--- config.mk ---
export PLATFORM = sky130hd
export DESIGN_NAME = cic_regs
export DESIGN_NICKNAME = d
export VERILOG_FILES = /design/src/common/cic_pkg.sv /design/src/rtl/cic_regs.sv
export SDC_FILE = /design/constraint.sdc
export NUM_CORES = 1
export LEC_CHECK = 0
export BUFFER_PORTS_ARGS = -buffer_cell sky130_fd_sc_hd__buf_4
export CORE_MARGIN = 4
export CORE_UTILIZATION = 38
export CTS_CLUSTER_SIZE = 14
export DETAILED_ROUTE_END_ITERATION = 10
export HOLD_SLACK_MARGIN = 0.05
export SLEW_MARGIN = 20
export SYNTH_ARGS = -nofsm -noshare
export SYNTH_HDL_FRONTEND = slang
export SYNTH_SLANG_ARGS = --single-unit
--- constraint.sdc ---
create_clock -name sys_clk_i -period 13.33 [get_ports sys_clk_i]
set_clock_uncertainty 0.15 [all_clocks]
set_input_delay 2.666 -clock sys_clk_i [delete_from_list [all_inputs] [get_ports sys_clk_i]]
set_output_delay 2.666 -clock sys_clk_i [all_outputs]
set_load 0.01 [all_outputs]
--- src/common/cic_pkg.sv ---
// constants for the charger input configuration register bank
package cic_pkg;
    // ==========================================================
    // serial bus
    localparam logic [6:0] CIC_SLAVE_ADDR = 7'h6B;
    localparam logic [3:0] CIC_BITS_PER_BYTE = 4'h8;

    // ==========================================================
    // register offsets
    localparam logic [7:0] CIC_OFS_INPUT_SOURCE = 8'h00;
    localparam logic [7:0] CIC_OFS_POWER_ON = 8'h01;
    localparam logic [7:0] CIC_OFS_CHARGE_CURRENT = 8'h02;

    // ==========================================================
    // reset values
    localparam logic [7:0] CIC_RST_INPUT_SOURCE = 8'h38;
    localparam logic [7:0] CIC_RST_POWER_ON = 8'h1B;
    localparam logic [7:0] CIC_RST_CHARGE_CURRENT = 8'h20;
    localparam logic [2:0] CIC_EXTERNAL_CURRENT_LIMIT_PIN_DEF_SDP_OTG_LOW = 3'h0;
    localparam logic [2:0] CIC_EXTERNAL_CURRENT_LIMIT_PIN_DEF_SDP_OTG_HIGH = 3'h2;
    localparam logic [2:0] CIC_EXTERNAL_CURRENT_LIMIT_PIN_DEF_DCP = 3'h5;

    // ==========================================================
    // field positions
    localparam int CIC_HIZ_BIT = 7;
    localparam int CIC_VLIM_LSB = 3;
    localparam int CIC_EXTERNAL_CURRENT_LIMIT_PIN_LSB = 0;
    localparam int CIC_REG_RESET_BIT = 7;
    localparam int CIC_WDOG_RESET_BIT = 6;
    localparam int CIC_MODE_LSB = 4;
    localparam int CIC_SYSMIN_LSB = 1;
    localparam int CIC_BOOST_BIT = 0;
    localparam int CIC_FAST_CHARGE_CURRENT_LSB = 2;
    localparam int CIC_RESERVED_BIT = 1;
    localparam int CIC_REDUCED_BIT = 0;

    // ==========================================================
    // scaling of the decoded fields
    localparam logic [12:0] CIC_VLIM_OFFSET_MV = 13'hF28;
    localparam logic [12:0] CIC_VLIM_STEP_MV = 13'h050;
    localparam logic [12:0] CIC_SYSMIN_OFFSET_MV = 13'hBB8;
    localparam logic [12:0] CIC_SYSMIN_STEP_MV = 13'h064;
    localparam logic [12:0] CIC_FAST_CHARGE_CURRENT_OFFSET_MA = 13'h200;
    localparam logic [12:0] CIC_FAST_CHARGE_CURRENT_STEP_MA = 13'h040;
    localparam logic [16:0] CIC_REDUCED_PCT = 17'h00014;
    localparam logic [16:0] CIC_FULL_PCT = 17'h00064;

    // ==========================================================
    // charger modes
    typedef enum logic [1:0] {
        CIC_MODE_DISABLE,
        CIC_MODE_CHARGE,
        CIC_MODE_OTG_A,
        CIC_MODE_OTG_B
    } cic_mode_type;
endpackage

--- src/rtl/cic_regs.sv ---
// charger input configuration registers behind an i2c slave
`timescale 1ns/1ps
module cic_regs
    import cic_pkg::*;
(
    // clock and reset
    input wire logic sys_clk_i,
    input wire logic reset_i,
    // i2c pins, sda is open drain
    input wire logic scl_i,
    input wire logic sda_i,
    output logic sda_o,
    output logic sda_oe_o,
    // input source straps
    input wire logic otg_pin_i,
    input wire logic source_is_dcp_i,
    input wire logic [12:0] external_current_limit_pin_ma_i,
    // decoded settings
    output logic input_high_z_enable_o,
    output logic [12:0] input_voltage_limit_mv_o,
    output logic [12:0] input_current_limit_ma_o,
    output cic_mode_type charger_mode_select_o,
    output logic [12:0] minimum_system_voltage_mv_o,
    output logic boost_limit_high_o,
    output logic [12:0] fast_charge_current_ma_o,
    output logic reduced_charge_select_o,
    output logic watchdog_reset_o
);
    // ==========================================================
    // helpers
    function automatic logic [12:0] external_current_limit_pin_ma(input logic [2:0] code);
        logic [12:0] ma;
        ma = 13'h064;
        unique case (code)
            3'h0: ma = 13'h064;
            3'h1: ma = 13'h096;
            3'h2: ma = 13'h1F4;
            3'h3: ma = 13'h384;
            3'h4: ma = 13'h4B0;
            3'h5: ma = 13'h5DC;
            3'h6: ma = 13'h7D0;
            3'h7: ma = 13'hBB8;
        endcase
        return ma;
    endfunction
    function automatic logic [12:0] scale(input logic [12:0] ofs, input logic [12:0] step,
                                          input logic [5:0] code);
        logic [18:0] p;
        p = 19'(step) * 19'(code);
        return 13'(p) + ofs;
    endfunction
    // ==========================================================
    // bus state
    typedef enum logic [2:0] {
        ST_IDLE, ST_ADDR, ST_ADDR_ACK, ST_PTR, ST_WDATA, ST_WACK, ST_RDATA, ST_RACK
    } cic_state_type;

    cic_state_type state_reg, state_next;
    logic [7:0] shift_reg, shift_next;
    logic [3:0] cnt_reg, cnt_next;
    logic [7:0] ptr_reg, ptr_next;
    logic oe_reg, oe_next, rw_reg, rw_next;
    logic scl_prev_reg, sda_prev_reg, wr_en;
    logic [7:0] rd_data;
    logic [7:0] src_reg, src_next;
    logic [5:0] pwr_reg, pwr_next;
    logic [7:0] chg_reg, chg_next;
    logic init_pending_reg, init_pending_next, wdog_reg, wdog_next;
    logic [2:0] external_current_limit_pin_default;
    // line edges and bus conditions against the previous sample
    wire scl_rise = scl_i & ~scl_prev_reg;
    wire scl_fall = ~scl_i & scl_prev_reg;
    wire start_cond = scl_i & scl_prev_reg & sda_prev_reg & ~sda_i;
    wire stop_cond = scl_i & scl_prev_reg & ~sda_prev_reg & sda_i;
    // read view; unheld offsets read zero, control strobes read back 0
    always_comb begin
        unique case (ptr_reg)
            CIC_OFS_INPUT_SOURCE: rd_data = src_reg;
            CIC_OFS_POWER_ON: rd_data = {2'h0, pwr_reg};
            CIC_OFS_CHARGE_CURRENT: rd_data = chg_reg;
            default: rd_data = 8'h00;
        endcase
    end

    // ==========================================================
    // i2c slave sequencing; sda changes only while scl is low
    always_comb begin
        state_next = state_reg;
        shift_next = shift_reg;
        cnt_next = cnt_reg;
        ptr_next = ptr_reg;
        oe_next = oe_reg;
        rw_next = rw_reg;
        wr_en = 1'b0;
        if (start_cond) begin
            state_next = ST_ADDR;
            cnt_next = 4'h0;
            oe_next = 1'b0;
        end else if (stop_cond) begin
            state_next = ST_IDLE;
            oe_next = 1'b0;
        end else begin
            unique case (state_reg)
                ST_IDLE: oe_next = 1'b0;
                ST_ADDR, ST_PTR, ST_WDATA: begin
                    if (scl_rise) begin
                        shift_next = {shift_reg[6:0], sda_i};
                        cnt_next = cnt_reg + 4'h1;
                    end else if (scl_fall && cnt_reg == CIC_BITS_PER_BYTE) begin
                        cnt_next = 4'h0;
                        oe_next = 1'b1;
                        if (state_reg == ST_ADDR) begin
                            rw_next = shift_reg[0];
                            if (shift_reg[7:1] == CIC_SLAVE_ADDR) begin
                                state_next = ST_ADDR_ACK;
                            end else begin
                                state_next = ST_IDLE;
                                oe_next = 1'b0;
                            end
                        end else if (state_reg == ST_PTR) begin
                            ptr_next = shift_reg;
                            state_next = ST_WACK;
                        end else begin
                            wr_en = 1'b1;
                            ptr_next = ptr_reg + 8'h01;
                            state_next = ST_WACK;
                        end
                    end
                end
                ST_ADDR_ACK, ST_WACK: begin
                    if (scl_fall) begin
                        oe_next = 1'b0;
                        if (state_reg == ST_ADDR_ACK && rw_reg) begin
                            state_next = ST_RDATA;
                            shift_next = rd_data;
                            oe_next = ~rd_data[7];
                        end else begin
                            state_next = (state_reg == ST_ADDR_ACK) ? ST_PTR : ST_WDATA;
                        end
                    end
                end
                ST_RDATA: begin
                    if (scl_rise) begin
                        cnt_next = cnt_reg + 4'h1;
                    end else if (scl_fall) begin
                        if (cnt_reg == CIC_BITS_PER_BYTE) begin
                            oe_next = 1'b0;
                            cnt_next = 4'h0;
                            ptr_next = ptr_reg + 8'h01;
                            state_next = ST_RACK;
                        end else begin
                            shift_next = {shift_reg[6:0], 1'b0};
                            oe_next = ~shift_reg[6];
                        end
                    end
                end
                ST_RACK: begin
                    // a master nack ends the read burst
                    if (scl_rise && sda_i) begin
                        state_next = ST_IDLE;
                    end else if (scl_fall) begin
                        state_next = ST_RDATA;
                        shift_next = rd_data;
                        oe_next = ~rd_data[7];
                    end
                end
            endcase
        end
    end
    // bus registers; line history resets to the idle high level
    always_ff @(posedge sys_clk_i or posedge reset_i) begin
        if (reset_i) begin
            state_reg <= ST_IDLE;
            shift_reg <= 8'h00;
            cnt_reg <= 4'h0;
            ptr_reg <= 8'h00;
            oe_reg <= 1'b0;
            rw_reg <= 1'b0;
            scl_prev_reg <= 1'b1;
            sda_prev_reg <= 1'b1;
        end else begin
            state_reg <= state_next;
            shift_reg <= shift_next;
            cnt_reg <= cnt_next;
            ptr_reg <= ptr_next;
            oe_reg <= oe_next;
            rw_reg <= rw_next;
            scl_prev_reg <= scl_i;
            sda_prev_reg <= sda_i;
        end
    end
    // ==========================================================
    // register bank
    // the current default follows the straps, so it is taken one clock after
    // reset release rather than under the asynchronous reset
    always_comb begin
        if (source_is_dcp_i) begin
            external_current_limit_pin_default = CIC_EXTERNAL_CURRENT_LIMIT_PIN_DEF_DCP;
        end else begin
            external_current_limit_pin_default = otg_pin_i ? CIC_EXTERNAL_CURRENT_LIMIT_PIN_DEF_SDP_OTG_HIGH : CIC_EXTERNAL_CURRENT_LIMIT_PIN_DEF_SDP_OTG_LOW;
        end
    end
    // writes, register reset and the strap default load
    always_comb begin
        src_next = src_reg;
        pwr_next = pwr_reg;
        chg_next = chg_reg;
        init_pending_next = 1'b0;
        wdog_next = 1'b0;
        if (init_pending_reg) begin
            src_next[CIC_EXTERNAL_CURRENT_LIMIT_PIN_LSB +: 3] = external_current_limit_pin_default;
        end
        if (wr_en) begin
            unique case (ptr_reg)
                CIC_OFS_INPUT_SOURCE: src_next = shift_reg;
                CIC_OFS_POWER_ON: begin
                    pwr_next = shift_reg[5:0];
                    wdog_next = shift_reg[CIC_WDOG_RESET_BIT];
                    if (shift_reg[CIC_REG_RESET_BIT]) begin
                        // full restore, straps re-sampled on the following clock
                        src_next = CIC_RST_INPUT_SOURCE;
                        pwr_next = CIC_RST_POWER_ON[5:0];
                        chg_next = CIC_RST_CHARGE_CURRENT;
                        init_pending_next = 1'b1;
                    end
                end
                CIC_OFS_CHARGE_CURRENT: begin
                    chg_next = shift_reg;
                    chg_next[CIC_RESERVED_BIT] = 1'b0;
                end
                default: ;
            endcase
        end
    end
    // bank registers; reset loads the fixed defaults
    always_ff @(posedge sys_clk_i or posedge reset_i) begin
        if (reset_i) begin
            src_reg <= CIC_RST_INPUT_SOURCE;
            pwr_reg <= CIC_RST_POWER_ON[5:0];
            chg_reg <= CIC_RST_CHARGE_CURRENT;
            init_pending_reg <= 1'b1;
            wdog_reg <= 1'b0;
        end else begin
            src_reg <= src_next;
            pwr_reg <= pwr_next;
            chg_reg <= chg_next;
            init_pending_reg <= init_pending_next;
            wdog_reg <= wdog_next;
        end
    end
    // ==========================================================
    // decoded settings
    logic [12:0] external_current_limit_pin_reg_ma;
    logic [12:0] fast_charge_current_prog_ma;
    logic [16:0] fast_charge_current_scaled;
    always_comb begin
        external_current_limit_pin_reg_ma = external_current_limit_pin_ma(src_reg[CIC_EXTERNAL_CURRENT_LIMIT_PIN_LSB +: 3]);
        fast_charge_current_prog_ma = scale(CIC_FAST_CHARGE_CURRENT_OFFSET_MA, CIC_FAST_CHARGE_CURRENT_STEP_MA, chg_reg[CIC_FAST_CHARGE_CURRENT_LSB +: 6]);
        // integer percent; rounding toward zero is below the loop accuracy
        fast_charge_current_scaled = chg_reg[CIC_REDUCED_BIT] ?
            (17'(fast_charge_current_prog_ma) * CIC_REDUCED_PCT) / CIC_FULL_PCT : 17'(fast_charge_current_prog_ma);
    end
    // open drain data and the decoded settings
    assign sda_o = 1'b0;
    assign sda_oe_o = oe_reg;
    assign watchdog_reset_o = wdog_reg;
    assign input_high_z_enable_o = src_reg[CIC_HIZ_BIT];
    assign input_voltage_limit_mv_o = scale(CIC_VLIM_OFFSET_MV, CIC_VLIM_STEP_MV,
                                            {2'h0, src_reg[CIC_VLIM_LSB +: 4]});
    assign input_current_limit_ma_o = (external_current_limit_pin_reg_ma < external_current_limit_pin_ma_i) ?
                                      external_current_limit_pin_reg_ma : external_current_limit_pin_ma_i;
    assign charger_mode_select_o = cic_mode_type'(pwr_reg[CIC_MODE_LSB +: 2]);
    assign minimum_system_voltage_mv_o = scale(CIC_SYSMIN_OFFSET_MV, CIC_SYSMIN_STEP_MV,
                                               {3'h0, pwr_reg[CIC_SYSMIN_LSB +: 3]});
    assign boost_limit_high_o = pwr_reg[CIC_BOOST_BIT];
    assign fast_charge_current_ma_o = fast_charge_current_scaled[12:0];
    assign reduced_charge_select_o = chg_reg[CIC_REDUCED_BIT];
endmodule

==> results.json <==
{
  "tightestPinTransition_ps": 859,
  "holdCritPathClass": "reg2reg",
  "final_common_cell": "buf_4",
  "synth_xor_area_frac": 0.0387,
  "core_um2": 18000,
  "final_area_um2": 8090,
  "vdd.ir_drop.worst_mv": 0.0671,
  "synth_seq_cells": 50,
  "outcome": "completed",
  "die_h_um": 144,
  "antenna_found_initial": 0,
  "row_count": 49,
  "syn_to_final_growth_pct": 15.9,
  "grt_pass1_wl_mm": 30.9,
  "grt_use_total": 0.176,
  "rr_endpoint": "src_reg[0]",
  "period_needed_ps": 12930,
  "max_slew_margin": 0.427,
  "reg2reg_depth": 6,
  "grt.overflow.total": 0,
  "finalSetupViolations": 0,
  "area.sequential_um2": 1260,
  "viasPerCell": 5.74,
  "drt_iter0_markers": 442,
  "slew_violations": 0,
  "synth.avg_cell_area_um2": 7.56,
  "gp_congestion": 0.901,
  "crit_slowest_cell": "dfstp_2",
  "port_buffers": 68,
  "worstSetupEndpoint": "fast_charge_current_ma_o[0]",
  "syn_inst": 923,
  "dp_hpwl_mm": 14.4,
  "power.total_uw": 570,
  "diodes": 0,
  "cap_violations": 0,
  "layout-drive-gt1-share": 0.220,
  "drc_errors": 0,
  "final_antenna_net_count": 0,
  "wl_per_cell_um": 15.6,
  "routed_wl_mm": 18.9,
  "cp.required_ps": 10510,
  "final_cells": 1213,
  "final_nets": 1058,
  "crit_start": "chg_reg[5]",
  "async_flop_share": 1.00,
  "finalSetupTns_ps": 0,
  "synthSimpleGateAreaFrac": 0.247,
  "clock_latency_ps": 280,
  "reg2reg_slack_ps": 10400,
  "p_leak_nw": 3.64,
  "ys_seq_area_frac": 0.181,
  "reg2reg_from": "ptr_reg[3]",
  "dpl_cell_area_um2": 7670,
  "multiInputGateArea_um2": 5370,
  "synth_edf_count": 0,
  "synth_fa_ha_area_frac": 0.104,
  "critPathKind": "reg2out",
  "max_stage_delay_ps": 540,
  "fmax_mhz": 77.3,
  "cts_root_buffer": "clkbuf_16",
  "die_area_um2": 20600,
  "synthMuxAreaShare": 0.0466,
  "synth.distinct_cells": 105,
  "yosysWarnings": 0,
  "grt_pass1_vias": 6346,
  "initial_utilization": 0.387,
  "start_kind": "register",
  "cts.sink_count": 50,
  "synth_area_um2": 6980,
  "firstDrtPassIters": 5,
  "final_cell_mix": "101 x buf_4, 93 x nand2_1, 72 x a21oi_1",
  "cts_tree": "built",
  "ctsHtreeMaxLevel": 2,
  "clkSlewWorstSetupHoldPaths_ps": 70,
  "critPathMaxFanout": 11,
  "hold_viol_final": 0,
  "synth_ff_type": "dfrtp_1",
  "num_io_pins": 79,
  "p_per_area_nw_per_um2": 70.4,
  "end_kind": "output pin",
  "grt_start_max_net_pins": 51,
  "clockBufferDepth": 2,
  "synth-compound-area-share": 0.305,
  "cts_buffers": 5,
  "vias": 6964,
  "fill_cells": 1814,
  "synth_top_family_by_area": "compound AO/OA/AOI/OAI gates",
  "place_inst": 1192,
  "worstPathArrival_ps": 10110,
  "chipWidth_um": 144,
  "finalCritPeriodShare": 0.970
}
-- worst max-delay path, delay by kind of cell, from the launching register on --
family | cells | cell delay, ps
adders and majority gates | 7 | 2020
AOI/OAI and AO/OA | 14 | 2770
muxes | 2 | 490
and+or+nand+nor | 14 | 2860
xor gates and xnor gates | 1 | 190
buffers and inverters | 8 | 970
DFF | 1 | 540
-- per-layer routing --
metal  up-vias  share of wire  GRT usage
met5         -              0          0
met2       195           0.48      0.293
met4         0          0.020     0.0471
li1       3484              -          -
met1      3251           0.46      0.246
met3        34          0.042     0.0143
-- how the worst min path moves through the flow --
| stage | depth (start not counted) | startpoint | slack [ps] | end |
|---|---|---|---|---|
| 6_report | 1 | cnt_reg[3] | 330 | cnt_reg[3] |
| 5_1_grt | 2 | pwr_reg[0] | 370 | pwr_reg[0] |
| 4_1_cts | 1 | cnt_reg[3] | 330 | cnt_reg[3] |
| 3_5_place_dp | 1 | cnt_reg[3] | 320 | cnt_reg[3] |
| 3_3_place_gp | 1 | cnt_reg[3] | 320 | cnt_reg[3] |
| 2_1_floorplan | 1 | cnt_reg[3] | 290 | cnt_reg[3] |
-- layout make-up --
class                   count  area share
clock inverters             1     0.00371
well taps                 229      0.0354
flip-flops and latches     50       0.156
multi-input cells         764       0.664
inverters                  59      0.0281
clock buffers               7      0.0164
repair buffers            103      0.0965
-- cells in the mapped netlist (10+ instances only) --
cell | number | area, um2
a31oi_1 | 14 | 87.6
nand2_1 | 94 | 353
nand2b_1 | 12 | 75.1
nor2b_1 | 12 | 75.1
nand3_1 | 41 | 205
xor2_1 | 14 | 123
a21oi_1 | 74 | 370
o21ai_0 | 61 | 305
dfrtp_1 | 39 | 976
mux2i_1 | 16 | 160
a22oi_1 | 14 | 105
xnor2_1 | 15 | 131
buf_4 | 17 | 128
ha_1 | 54 | 676
inv_1 | 57 | 214
clkbuf_1 | 32 | 120
dfstp_2 | 11 | 289
and3_1 | 12 | 75.1
o21a_1 | 10 | 75.1
a211oi_1 | 15 | 113
or2_2 | 11 | 68.8
and2_1 | 13 | 81.3
nor2_1 | 66 | 248
nor3_1 | 24 | 120
-- power by group --
part | switching (mW) | leakage (nW) | total [mW] | internal [mW]
Combinational | 0.127 | 2.93 | 0.202 | 0.0749
Clock | 0.0524 | 0.0781 | 0.141 | 0.0888
Sequential | 0.0523 | 0.625 | 0.227 | 0.175
-- logic make-up (layout without fill, tap and decap cells) --
kind of cell / after synthesis / after routing
other: 2 / 10
XOR/XNOR: 30 / 30
AND/OR/NAND/NOR: 332 / 332
AO/OA/AOI/OAI: 306 / 306
adder cells (fa/ha/maj): 57 / 57
multiplexers: 29 / 29
buffers and inverters: 117 / 170
flip-flops: 50 / 50
-- through the flow --
| stage | worst slack [ps] | utilization | hold slack, ps |
|---|---|---|---|
| floorplan | 882 | - | 288 |
| global placement | 155 | 0.425 | 317 |
| detailed placement | 104 | 0.425 | 319 |
| CTS | 0.853 | 0.437 | 334 |
| global route | -119 | 0.449 | 366 |
| finish | 400 | 0.449 | 334 |
-- what timing repair did --
| item | CTS | global route |
|---|---|---|
| setup endpoints to repair | 2 | 2 |
| hold buffers | 0 | 0 |
| buffers inserted | 0 | 13 |
| pin swaps | 1 | 12 |
| resized for setup | 7 | 29 |
| gates cloned | 0 | 0 |
(Power assumes the default switching activity.)
